### src/wsl_pkg.sv
// wake-up start logic: register map, field layout and reset values
// assumes a 32-bit avalon-mm byte-addressed system-configuration bus
package wsl_pkg;

    localparam int ADDR_W = 32;
    localparam int DATA_W = 32;
    localparam int NUM_LINES = 13;
    localparam int BYTE_W = 8;
    localparam int NUM_BYTES = 4;

    ////////////////////////////////////////////////////////////////////////////
    // register byte addresses
    localparam logic [31:0] POL_ADDR = 32'h4004_8200;
    localparam logic [31:0] EN_ADDR = 32'h4004_8204;
    localparam logic [31:0] CLR_ADDR = 32'h4004_8208;
    localparam logic [31:0] STAT_ADDR = 32'h4004_820C;
    localparam logic [31:0] IRQEN_ADDR = 32'h4004_8210;

    ////////////////////////////////////////////////////////////////////////////
    // bit positions of the start logic inputs
    localparam int BIT_P0_PIN0 = 0;
    localparam int BIT_P0_PIN8 = 8;
    localparam int BIT_P0_PIN9 = 9;
    localparam int BIT_P0_PIN10 = 10;
    localparam int BIT_P0_PIN11 = 11;
    localparam int BIT_P1_PIN0 = 12;
    localparam logic [12:0] VALID_MASK = 13'h1_F01;

    ////////////////////////////////////////////////////////////////////////////
    // values after reset
    localparam logic [12:0] POL_RST = 13'h0_000;
    localparam logic [12:0] EN_RST = 13'h0_000;
    localparam logic [12:0] PEND_RST = 13'h0_000;
    localparam logic [12:0] IRQEN_RST = 13'h0_000;
    localparam logic [31:0] RDATA_RST = 32'h0000_0000;
    localparam logic [31:0] READ_ZERO = 32'h0000_0000;

    // cycles from request to the waitrequest-low answer
    localparam int BUS_WAIT_CYCLES = 1;

    typedef enum logic [1:0] {
        BUS_IDLE = 2'b01,
        BUS_ACK = 2'b10
    } wsl_bus_state_t;

endpackage

### src/wsl_pin_edge.sv
// wake-up start logic: one pin, synchroniser and selectable edge detector
// assumes pinIn is asynchronous to clk
`timescale 1ns/1ns
`default_nettype none

module wsl_pin_edge (
    input wire logic clk,
    input wire logic rst,
    input wire logic pinIn,
    input wire logic polarity,
    output logic edgeHit
);

    typedef struct packed {
        logic meta;
        logic sync;
        logic prev;
        logic [2:0] fill;
    } wsl_edge_st_t;

    wsl_edge_st_t st_r;
    wsl_edge_st_t st_nxt;

    always_comb begin
        st_nxt = st_r;
        st_nxt.meta = pinIn;
        st_nxt.sync = st_r.meta;
        st_nxt.prev = st_r.sync;
        st_nxt.fill = {st_r.fill[1:0], 1'b1};
    end

    always_ff @(posedge clk or posedge rst) begin
        if (rst) begin
            st_r <= '0;
        end else begin
            st_r <= st_nxt;
        end
    end

    // 0 picks the falling transition, 1 the rising one; quiet until samples hold real pin levels
    assign edgeHit = st_r.fill[2]
        & (polarity ? (st_r.sync & ~st_r.prev) : (~st_r.sync & st_r.prev));

    a_fall_only: assert property (@(posedge clk) disable iff (rst)
        (!polarity && st_r.sync && !st_r.prev) |-> !edgeHit)
        else $error("rising transition flagged while falling edge selected");

endmodule // wsl_pin_edge

`default_nettype wire

### src/wsl_bus_slave.sv
// wake-up start logic: avalon-mm handshake with one wait cycle
// assumes the master holds its request until it sees waitrequest low
`timescale 1ns/1ns
`default_nettype none

module wsl_bus_slave (
    input wire logic clk,
    input wire logic rst,
    input wire logic read,
    input wire logic write,
    output logic waitrequest,
    output logic capture,
    output logic commit
);

    typedef struct packed {
        wsl_pkg::wsl_bus_state_t state;
        logic waitReq;
    } wsl_bus_st_t;

    wsl_bus_st_t st_r;
    wsl_bus_st_t st_nxt;
    logic req;

    assign req = read | write;

    always_comb begin
        st_nxt = st_r;
        case (st_r.state)
            wsl_pkg::BUS_IDLE: begin
                if (req) begin
                    st_nxt.state = wsl_pkg::BUS_ACK;
                    st_nxt.waitReq = 1'b0;
                end
            end
            wsl_pkg::BUS_ACK: begin
                st_nxt.state = wsl_pkg::BUS_IDLE;
                st_nxt.waitReq = 1'b1;
            end
            default: begin
                st_nxt.state = wsl_pkg::BUS_IDLE;
                st_nxt.waitReq = 1'b1;
            end
        endcase
    end

    always_ff @(posedge clk or posedge rst) begin
        if (rst) begin
            st_r <= '{state: wsl_pkg::BUS_IDLE, waitReq: 1'b1};
        end else begin
            st_r <= st_nxt;
        end
    end

    assign waitrequest = st_r.waitReq;
    assign capture = (st_r.state == wsl_pkg::BUS_IDLE) && req;
    assign commit = (st_r.state == wsl_pkg::BUS_ACK) && req;

    a_wait_one: assert property (@(posedge clk) disable iff (rst)
        (req && waitrequest) |=> !waitrequest)
        else $error("request not answered after one wait cycle");

endmodule // wsl_bus_slave

`default_nettype wire

### src/wsl_wakeup_start.sv
// wake-up start logic: six wake pins, edge select, enable, pending, clear
// assumes an avalon-mm master on clk and asynchronous wake pins
//
// The implementer's own choice: the Avalon-MM register port.
`timescale 1ns/1ns
`default_nettype none

module wsl_wakeup_start (
    input wire logic clk,
    input wire logic rst,
    input wire logic [31:0] address,
    input wire logic read,
    input wire logic write,
    input wire logic [3:0] byteenable,
    input wire logic [31:0] writedata,
    output logic [31:0] readdata,
    output logic waitrequest,
    input wire logic port0Pin0,
    input wire logic port0Pin8,
    input wire logic port0Pin9,
    input wire logic port0Pin10,
    input wire logic port0Pin11,
    input wire logic port1Pin0,
    output logic [12:0] wakeIrq,
    output logic irq
);

    typedef struct packed {
        logic [12:0] pol;
        logic [12:0] en;
        logic [12:0] pending;
        logic [12:0] irqEn;
        logic [31:0] rdata;
        logic irqOut;
    } wsl_top_st_t;

    wsl_top_st_t st_r;
    wsl_top_st_t st_nxt;

    logic capture;
    logic commit;
    logic [12:0] pinVec;
    logic [12:0] edgeVec;
    logic [12:0] armEvt;
    logic [12:0] clrBits;
    logic [31:0] wmask;
    logic [12:0] lineMask;

    ////////////////////////////////////////////////////////////////////////////
    // bus handshake

    wsl_bus_slave uBus (
        .clk(clk),
        .rst(rst),
        .read(read),
        .write(write),
        .waitrequest(waitrequest),
        .capture(capture),
        .commit(commit)
    );

    ////////////////////////////////////////////////////////////////////////////
    // pin edge detection, one detector per populated bit

    assign pinVec = {port1Pin0, port0Pin11, port0Pin10, port0Pin9, port0Pin8,
                     7'h00, port0Pin0};

    for (genvar i = 0; i < wsl_pkg::NUM_LINES; i++) begin : gLine
        if (wsl_pkg::VALID_MASK[i]) begin : gPin
            wsl_pin_edge uEdge (
                .clk(clk),
                .rst(rst),
                .pinIn(pinVec[i]),
                .polarity(st_r.pol[i]),
                .edgeHit(edgeVec[i])
            );
        end else begin : gNone
            assign edgeVec[i] = 1'b0;
        end
    end

    // only enabled inputs may register a start event
    assign armEvt = edgeVec & st_r.en;

    ////////////////////////////////////////////////////////////////////////////
    // register file and start state

    always_comb begin
        st_nxt = st_r;
        clrBits = 13'h0_000;
        wmask = {{wsl_pkg::BYTE_W{byteenable[3]}}, {wsl_pkg::BYTE_W{byteenable[2]}},
                 {wsl_pkg::BYTE_W{byteenable[1]}}, {wsl_pkg::BYTE_W{byteenable[0]}}};
        lineMask = wmask[12:0] & wsl_pkg::VALID_MASK;
        if (commit && write) begin
            case (address)
                wsl_pkg::POL_ADDR: begin
                    // unused positions keep zero
                    st_nxt.pol = (st_r.pol & ~lineMask)
                        | (writedata[12:0] & lineMask);
                end
                wsl_pkg::EN_ADDR: begin
                    st_nxt.en = (st_r.en & ~lineMask) | (writedata[12:0] & lineMask);
                end
                wsl_pkg::IRQEN_ADDR: begin
                    st_nxt.irqEn = (st_r.irqEn & ~lineMask)
                        | (writedata[12:0] & lineMask);
                end
                wsl_pkg::CLR_ADDR: begin
                    clrBits = writedata[12:0] & lineMask;
                end
                default: begin
                end
            endcase
        end
        // a start event in the clearing cycle survives the clear
        st_nxt.pending = ((st_r.pending & ~clrBits) | armEvt)
            & wsl_pkg::VALID_MASK;
        if (capture && read) begin
            case (address)
                wsl_pkg::POL_ADDR: st_nxt.rdata = {19'h0_0000, st_r.pol};
                wsl_pkg::EN_ADDR: st_nxt.rdata = {19'h0_0000, st_r.en};
                wsl_pkg::STAT_ADDR: st_nxt.rdata = {19'h0_0000, st_r.pending};
                wsl_pkg::IRQEN_ADDR: st_nxt.rdata = {19'h0_0000, st_r.irqEn};
                default: st_nxt.rdata = wsl_pkg::READ_ZERO;
            endcase
        end
        st_nxt.irqOut = |(st_nxt.pending & st_nxt.irqEn);
    end

    always_ff @(posedge clk or posedge rst) begin
        if (rst) begin
            st_r <= '{pol: wsl_pkg::POL_RST,
                      en: wsl_pkg::EN_RST,
                      pending: wsl_pkg::PEND_RST,
                      irqEn: wsl_pkg::IRQEN_RST,
                      rdata: wsl_pkg::RDATA_RST,
                      irqOut: 1'b0};
        end else begin
            st_r <= st_nxt;
        end
    end

    ////////////////////////////////////////////////////////////////////////////
    // outputs

    assign readdata = st_r.rdata;
    // line n carries the pending start state of bit n
    assign wakeIrq = st_r.pending;
    assign irq = st_r.irqOut;

    ////////////////////////////////////////////////////////////////////////////
    // checks

    a_pol_unused: assert property (@(posedge clk) disable iff (rst)
        (st_r.pol & ~wsl_pkg::VALID_MASK) == 13'h0_000)
        else $error("unused polarity bit became set");

    a_pol_write: assert property (@(posedge clk) disable iff (rst)
        (commit && write && address == wsl_pkg::POL_ADDR && byteenable == 4'hF)
        |=> st_r.pol == ($past(writedata[12:0]) & wsl_pkg::VALID_MASK))
        else $error("polarity register did not take the written value");

    a_line_map: assert property (@(posedge clk) disable iff (rst)
        (wakeIrq & ~wsl_pkg::VALID_MASK) == 13'h0_000)
        else $error("wake line raised at a position with no input");

    a_edge_sets: assert property (@(posedge clk) disable iff (rst)
        (armEvt != 13'h0_000) |=> ((wakeIrq & $past(armEvt)) == $past(armEvt)))
        else $error("enabled edge did not raise its wake line");

    a_no_spurious: assert property (@(posedge clk) disable iff (rst)
        ((st_r.pending & ~$past(st_r.pending)) & ~$past(armEvt)) == 13'h0_000)
        else $error("pending bit set without an enabled edge");

    a_clear_bit: assert property (@(posedge clk) disable iff (rst)
        (clrBits != 13'h0_000 && (clrBits & armEvt) == 13'h0_000)
        |=> (st_r.pending & $past(clrBits)) == 13'h0_000)
        else $error("cleared start state still pending");

    a_set_wins: assert property (@(posedge clk) disable iff (rst)
        ((clrBits & armEvt) != 13'h0_000)
        |=> (st_r.pending & $past(clrBits & armEvt)) == $past(clrBits & armEvt))
        else $error("start event lost to a simultaneous clear");

    a_status_read: assert property (@(posedge clk) disable iff (rst)
        (capture && read && address == wsl_pkg::STAT_ADDR)
        ##1 !waitrequest |-> readdata == {19'h0_0000, $past(st_r.pending)})
        else $error("status read does not show pending state");

    a_rise_pick: assert property (@(posedge clk) disable iff (rst)
        (edgeVec & st_r.pol & ~($past(pinVec, 2) & ~$past(pinVec, 3))) == 13'h0_000)
        else $error("rising input flagged without a rising pin");

    a_fall_pick: assert property (@(posedge clk) disable iff (rst)
        (edgeVec & ~st_r.pol & ~(~$past(pinVec, 2) & $past(pinVec, 3))) == 13'h0_000)
        else $error("falling input flagged without a falling pin");

    a_edge_seen: assert property (@(posedge clk) disable iff (rst)
        !$past(rst, 4) |-> (~edgeVec & wsl_pkg::VALID_MASK & ~(st_r.pol ^ $past(pinVec, 2))
        & (st_r.pol ^ $past(pinVec, 3))) == 13'h0_000)
        else $error("selected pin transition produced no edge");

    a_irq_level: assert property (@(posedge clk) disable iff (rst)
        irq == |(wakeIrq & st_r.irqEn))
        else $error("interrupt output disagrees with enabled pending bits");

    a_read_answer: assert property (@(posedge clk) disable iff (rst)
        (capture && read) |=> !waitrequest ##1 waitrequest)
        else $error("read answer not exactly one cycle wide");

    ////////////////////////////////////////////////////////////////////////////
    // register file checks

    a_en_write: assert property (@(posedge clk) disable iff (rst)
        (commit && write && address == wsl_pkg::EN_ADDR && byteenable == 4'hF)
        |=> st_r.en == ($past(writedata[12:0]) & wsl_pkg::VALID_MASK))
        else $error("enable register did not take the written value");

    a_irqen_write: assert property (@(posedge clk) disable iff (rst)
        (commit && write && address == wsl_pkg::IRQEN_ADDR && byteenable == 4'hF)
        |=> st_r.irqEn == ($past(writedata[12:0]) & wsl_pkg::VALID_MASK))
        else $error("interrupt enable register did not take the written value");

    a_pol_keep: assert property (@(posedge clk) disable iff (rst)
        !(commit && write && address == wsl_pkg::POL_ADDR) |=> $stable(st_r.pol))
        else $error("polarity changed without a polarity write");

    a_en_keep: assert property (@(posedge clk) disable iff (rst)
        !(commit && write && address == wsl_pkg::EN_ADDR) |=> $stable(st_r.en))
        else $error("enable changed without an enable write");

    a_irqen_keep: assert property (@(posedge clk) disable iff (rst)
        !(commit && write && address == wsl_pkg::IRQEN_ADDR) |=> $stable(st_r.irqEn))
        else $error("interrupt enable changed without its write");

    a_stat_nowrite: assert property (@(posedge clk) disable iff (rst)
        (commit && write && address == wsl_pkg::STAT_ADDR)
        |=> $stable(st_r.pol) && $stable(st_r.en) && $stable(st_r.irqEn))
        else $error("status write altered a register");

    a_clr_source: assert property (@(posedge clk) disable iff (rst)
        (clrBits != 13'h0_000) |-> (commit && write && address == wsl_pkg::CLR_ADDR))
        else $error("start state cleared without a clear write");

    ////////////////////////////////////////////////////////////////////////////
    // start state checks

    a_pend_hold: assert property (@(posedge clk) disable iff (rst)
        ($past(st_r.pending) & ~st_r.pending & ~$past(clrBits)) == 13'h0_000)
        else $error("pending bit dropped without a clear");

    a_off_ignored: assert property (@(posedge clk) disable iff (rst)
        ((edgeVec & ~st_r.en & ~st_r.pending) != 13'h0_000)
        |=> (wakeIrq & $past(edgeVec & ~st_r.en & ~st_r.pending)) == 13'h0_000)
        else $error("edge on a disabled input raised its wake line");

    ////////////////////////////////////////////////////////////////////////////
    // read path and bus handshake checks

    a_read_pol: assert property (@(posedge clk) disable iff (rst)
        (capture && read && address == wsl_pkg::POL_ADDR)
        |=> readdata == {19'h0_0000, $past(st_r.pol)})
        else $error("polarity read returned the wrong value");

    a_read_en: assert property (@(posedge clk) disable iff (rst)
        (capture && read && address == wsl_pkg::EN_ADDR)
        |=> readdata == {19'h0_0000, $past(st_r.en)})
        else $error("enable read returned the wrong value");

    a_read_irqen: assert property (@(posedge clk) disable iff (rst)
        (capture && read && address == wsl_pkg::IRQEN_ADDR)
        |=> readdata == {19'h0_0000, $past(st_r.irqEn)})
        else $error("interrupt enable read returned the wrong value");

    a_read_zero: assert property (@(posedge clk) disable iff (rst)
        (capture && read && address != wsl_pkg::POL_ADDR && address != wsl_pkg::EN_ADDR
        && address != wsl_pkg::STAT_ADDR && address != wsl_pkg::IRQEN_ADDR)
        |=> readdata == wsl_pkg::READ_ZERO)
        else $error("unmapped or write-only register read as nonzero");

    a_rdata_upper: assert property (@(posedge clk) disable iff (rst)
        readdata[31:13] == 19'h0_0000)
        else $error("read data above the used bits is nonzero");

    a_rdata_hold: assert property (@(posedge clk) disable iff (rst)
        !(capture && read) |=> $stable(readdata))
        else $error("read data changed without a read");

    a_wait_idle: assert property (@(posedge clk) disable iff (rst)
        (waitrequest && !read && !write) |=> waitrequest)
        else $error("waitrequest dropped with no request");

    a_wr_once: assert property (@(posedge clk) disable iff (rst)
        commit |=> !commit)
        else $error("one access committed twice");

endmodule // wsl_wakeup_start

`default_nettype wire

### config.mk
export PLATFORM = sky130hd
export DESIGN_NAME = wsl_wakeup_start
export DESIGN_NICKNAME = d
export VERILOG_FILES = /design/src/wsl_pkg.sv /design/src/wsl_pin_edge.sv /design/src/wsl_bus_slave.sv /design/src/wsl_wakeup_start.sv
export SDC_FILE = /design/constraint.sdc
export NUM_CORES = 1
export LEC_CHECK = 0
export BUFFER_PORTS_ARGS = -buffer_cell sky130_fd_sc_hd__buf_4
export CAP_MARGIN = 30
export CORE_UTILIZATION = 47
export CTS_CLUSTER_SIZE = 24
export DETAILED_ROUTE_END_ITERATION = 16
export PLACE_DENSITY = 0.8
export SKIP_LAST_GASP = 1
export SLEW_MARGIN = 20
export SYNTH_ARGS = -nofsm -noshare
export SYNTH_HDL_FRONTEND = slang
export SYNTH_SLANG_ARGS = --single-unit
### constraint.sdc
create_clock -name clk -period 2.75 [get_ports clk]
set_input_delay 0.275 -clock clk [delete_from_list [all_inputs] [get_ports clk]]
set_output_delay 0.275 -clock clk [all_outputs]
set_load 0.005 [all_outputs]
Word level (Yosys, flattened, before mapping)
Cells that the tools add are included.
{"block": "word_totals", "register_bits": 117, "in_bits": 78, "out_inout_bits": 47}
{"block": "classes", "n_eq_ne": 8, "mux": 13, "n_bitwise": 44, "reduce_logical": 7}
{"operator": "== test 32 x 31 -> 1 bit, second input constant", "count": 5}
{"operator": "AND 13 bit", "count": 7}
{"operator": "2-to-1 mux 13 bit", "count": 4}
{"operator": "OR 13 bit", "count": 4}
{"operator": "case mux 13 bit (4 select lines)", "count": 1}
{"operator": "inverter 13 bit", "count": 2}
{"operator": "AND 1 bit", "count": 18}
{"operator": "OR reduction 13 bit", "count": 1}
{"operator": "inverter 1 bit", "count": 12}
{"operator": "2-to-1 mux 1 bit", "count": 6}
{"operator": "2-to-1 mux 3 bit", "count": 2}
{"operator": "logical AND 1 bit", "count": 4}
{"operator": "AND reduction 2 bit", "count": 2}
{"operator": "== test 2 x 1 -> 1 bit, second input constant", "count": 1}
{"operator": "== test 2 bit, second input constant", "count": 1}
{"operator": "!= test 2 x 1 -> 1 bit, second input constant", "count": 1}
{"operator": "OR 1 bit", "count": 1}

Depth between registers and ports, before layout
{"block": "depth", "word_depth": 9, "ltp_mapped": 7}

Cells and area by module
From an unflattened synthesis, not the netlist that was laid out.
{"block": "unflattened", "hier_cells": 256, "hier_area_um2": 3225.6}
{"mod": "wsl_wakeup_start", "n_inst": 1, "cells_each": 182, "area_each_um2": 2047.0, "seq_area_each_um2": 775.7}
{"mod": "wsl_pin_edge", "n_inst": 6, "cells_each": 11, "area_each_um2": 181.4, "seq_area_each_um2": 150.1}
{"mod": "wsl_bus_slave", "n_inst": 1, "cells_each": 8, "area_each_um2": 90.1, "seq_area_each_um2": 51.3}

Worst setup path before layout
OpenSTA, ideal clock, no wires.
{"block": "synth_path", "kind": "input to register", "from": "in address[7]", "to": "reg st_r (netlist bit irq)", "setup_time_ps": 129, "arrival_ps": 2117, "required_ps": 2621, "slack_ps": 505, "cell_stages": 6, "n_path_buf": 0, "cell_sequence": "nor4b_4 -> nand4_4 -> nor4_4 -> mux2_2 -> a32o_1 -> a2111o_1"}
{"item": "start: declaration", "line_no": "wsl_wakeup_start.sv:11", "text": "input wire logic [31:0] address,"}
{"item": "end signal: assignment", "line_no": "wsl_wakeup_start.sv:132", "text": "st_r <= '{pol: wsl_pkg::POL_RST,"}
{"item": "end signal: assignment", "line_no": "wsl_wakeup_start.sv:139", "text": "st_r <= st_nxt;"}
{"item": "end: declaration", "line_no": "wsl_wakeup_start.sv:37", "text": "wsl_top_st_t st_r;"}

==> impl_metrics.toml <==
[cts]
clk_path_buf_depth = 2
ctsHoldBuffers = 0
cts-root-buf = "clkbuf_8"
insertion_delay_ns = 0.31
cts-buffers-inserted = 5
htreeDepth = 2
post_cts_buffers = 0
ctsResizeCount = 0
cts_tree = "done"
cts.sinks = 54
cts.clk_slew.worst_paths_ns = 0.09

[logic_synthesis]
synth_cell_types = 45
syn_area_mm2 = 0.00275
yosysWarnings = 0
syn_inst = 231
yosys.area.top_type = "dfrtp_1"
synth_edf_count = 0
ys_seq_area_frac = 0.492
async_flop_share = 1.00
ys_seq_elements = 54
synth_top_area_frac = 0.482
syn-mean-instance-area_um2 = 11.9
synthTopCellsByArea = "dfrtp_1, buf_4, nor4b_4, mux2_2, mux2_4"
synthFlopType = "dfrtp_1"

[die]
die-width_um = 78.5
die_area_mm2 = 0.00616
die_y_um = 78.5
start_util = 0.494
num_rows = 27
core_mm2 = 0.00557
pin_count = 125

[finish]
final_cell_mix = "buf_4, dfrtp_1, conb_1, nand2_1, o21ai_0"
area_growth_pct = 17.1
final_common_cell = "buf_4"
drive_above_1_share = 0.373
diodes = 0
fin_nets = 369

[worst_setup_path]
cp-start-kind = "register"
critPathMaxFanout = 5
max_stage_delay_ns = 0.52
crit_type = "reg -> reg"
crit_buf_inv = 1
r2r_start = "uBus.st_r[1]"
slowest_stage = "nor4_4"
required_ns = 2.93
cp-startpoint = "uBus.st_r[1]"
crit_arrival_ns = 2.79
crit_family = "simple AND/OR/NAND/NOR gates"
crit_chain = "and4b_1, inv_1, nor4_4, mux2_2, a32o_1, a2111o_1"
end_kind = "register"

[hold_path]
hold_class = "in -> reg"
hp-start = "port1Pin0"

[timing]
rsz0062_at_grt = "no"
finalCritPeriodShare = 0.946
period_needed_ns = 2.60
worst_pin_slew_ns = 0.668
setup_violations = 0
setup-tns-final_ns = 0
finalClockSkew_ns = 0.00979
slew_violations = 0
fmax_mhz = 384
timing.slew.headroom = 0.555
finalHoldViolations = 0

[detailed_routing]
drtPass1Iterations = 5
viasPerCell = 5.08
ant_nets = 0
drcViolationCount = 0
finalWirelength_um = 5160
wl_per_cell_um = 14.2
first_iter_violations = 105
num_vias = 1849

[power_and_ir_drop]
p_per_area_mw_per_mm2 = 462
p_total_mw = 1.49
internal_power_mw = 1.12
p_comb_frac = 0.117
pwr-share-seq = 0.568
switching_share = 0.248
vdd_drop_max_uv = 305
switchingPower_mw = 0.370
leakage_nw = 1.58
clkPwrFrac = 0.315

[global_routing]
track_usage = 0.172
grt_max_degree = 55
grt.overflow.total = 0
grt_pass1_vias = 1705
antenna_found_initial = 0
grt_first_pass_wirelength_um = 8140

[placed_design]
port_buffers = 63
place_hpwl_um = 3950
gp_congestion = 0.859

[run]
cap_viol_max_count = 0

[outcome]
status = "completed"
==> kinds of logic after synthesis <==
logic type,Yosys count,synth area share
AO/OA/AOI/OAI,38,0.0982
buffers and inverters,54,0.136
flip-flops,54,0.492
multiplexers,17,0.0764
other,2,0.00273
AND/OR/NAND/NOR,66,0.195
==> cell usage after synthesis, types with 3 or more instances <==
| cell type | n |
|---|---|
| dfrtp_1 | 53 |
| buf_4 | 46 |
| nand2_1 | 18 |
| o21ai_0 | 12 |
| mux2_2 | 10 |
| nor2_1 | 9 |
| inv_1 | 7 |
| a22oi_1 | 6 |
| a222oi_1 | 5 |
| mux2_4 | 5 |
| nor4b_4 | 5 |
| nor3_1 | 4 |
| a21oi_1 | 3 |
| and2_1 | 3 |
| nor4_1 | 3 |
| nor4_4 | 3 |
==> per-stage QoR <==
stage | hold WS [ns] | std cells | area (µm²) | setup WS [ns] | utilization
CTS | 0.0609 | 364 | 3220 | 0.174 | 0.578
detailed placement | 0.335 | 356 | 3120 | 0.206 | 0.560
finish | 0.0709 | 364 | 3220 | 0.147 | 0.578
global placement | 0.331 | 356 | 3120 | 0.235 | 0.560
floorplan | 0.306 | 263 | 2870 | 0.505 | -
global route | 0.0497 | 364 | 3220 | 0.0703 | 0.578
==> layer usage <==
layer / track usage / vias up / part of all wire
met4: 0.0611 / 0 / 0.011
met1: 0.223 / 880 / 0.43
met2: 0.273 / 96 / 0.46
li1: - / 866 / -
met3: 0.0512 / 7 / 0.11
met5: 0 / - / 0
==> worst reg2reg max path: stages (launching register included) <==
cell	delay, ns
dfstp_2	0.39
and4b_1	0.42
inv_1	0.13
nor4_4	0.53
mux2_2	0.43
a32o_1	0.23
a2111o_1	0.36
==> power groups by stage <==
stage	Clock, mW	Sequential, mW	Combinational, mW
after CTS	0.477	0.847	0.176
after global placement	0	0.861	0.172
after detailed placement	0	0.863	0.176
final	0.469	0.846	0.175
after floorplan	0	0.860	0.112
after global routing	0.512	0.853	0.195
==> final cells by class <==
class | count | area [µm²]
Multi-Input combinational cell | 155 | 1140
Sequential cell | 54 | 1350
Inverter | 7 | 26.3
Clock buffer | 6 | 82.6
Fill cell | 478 | 2350
Clock inverter | 2 | 16.3
Timing Repair Buffer | 68 | 510
Tap cell | 72 | 90.1
==> worst paths after layout <==
path / endpoint / slack (ns) / cells after the start
max: irq / 0.15 / 6
min: gLine[12].gPin.uEdge.st_nxt[4] / 0.07 / 1
max reg2reg: irq / 0.15 / 6
min reg2reg: gLine[8].gPin.uEdge.st_nxt[3] / 0.34 / 0
max in group asynchronous: gLine[11].gPin.uEdge.st_nxt[3] / 2.16 / 3
min in group asynchronous: async pin / 0.15 / 3
Power figures use the tool's default switching activity.
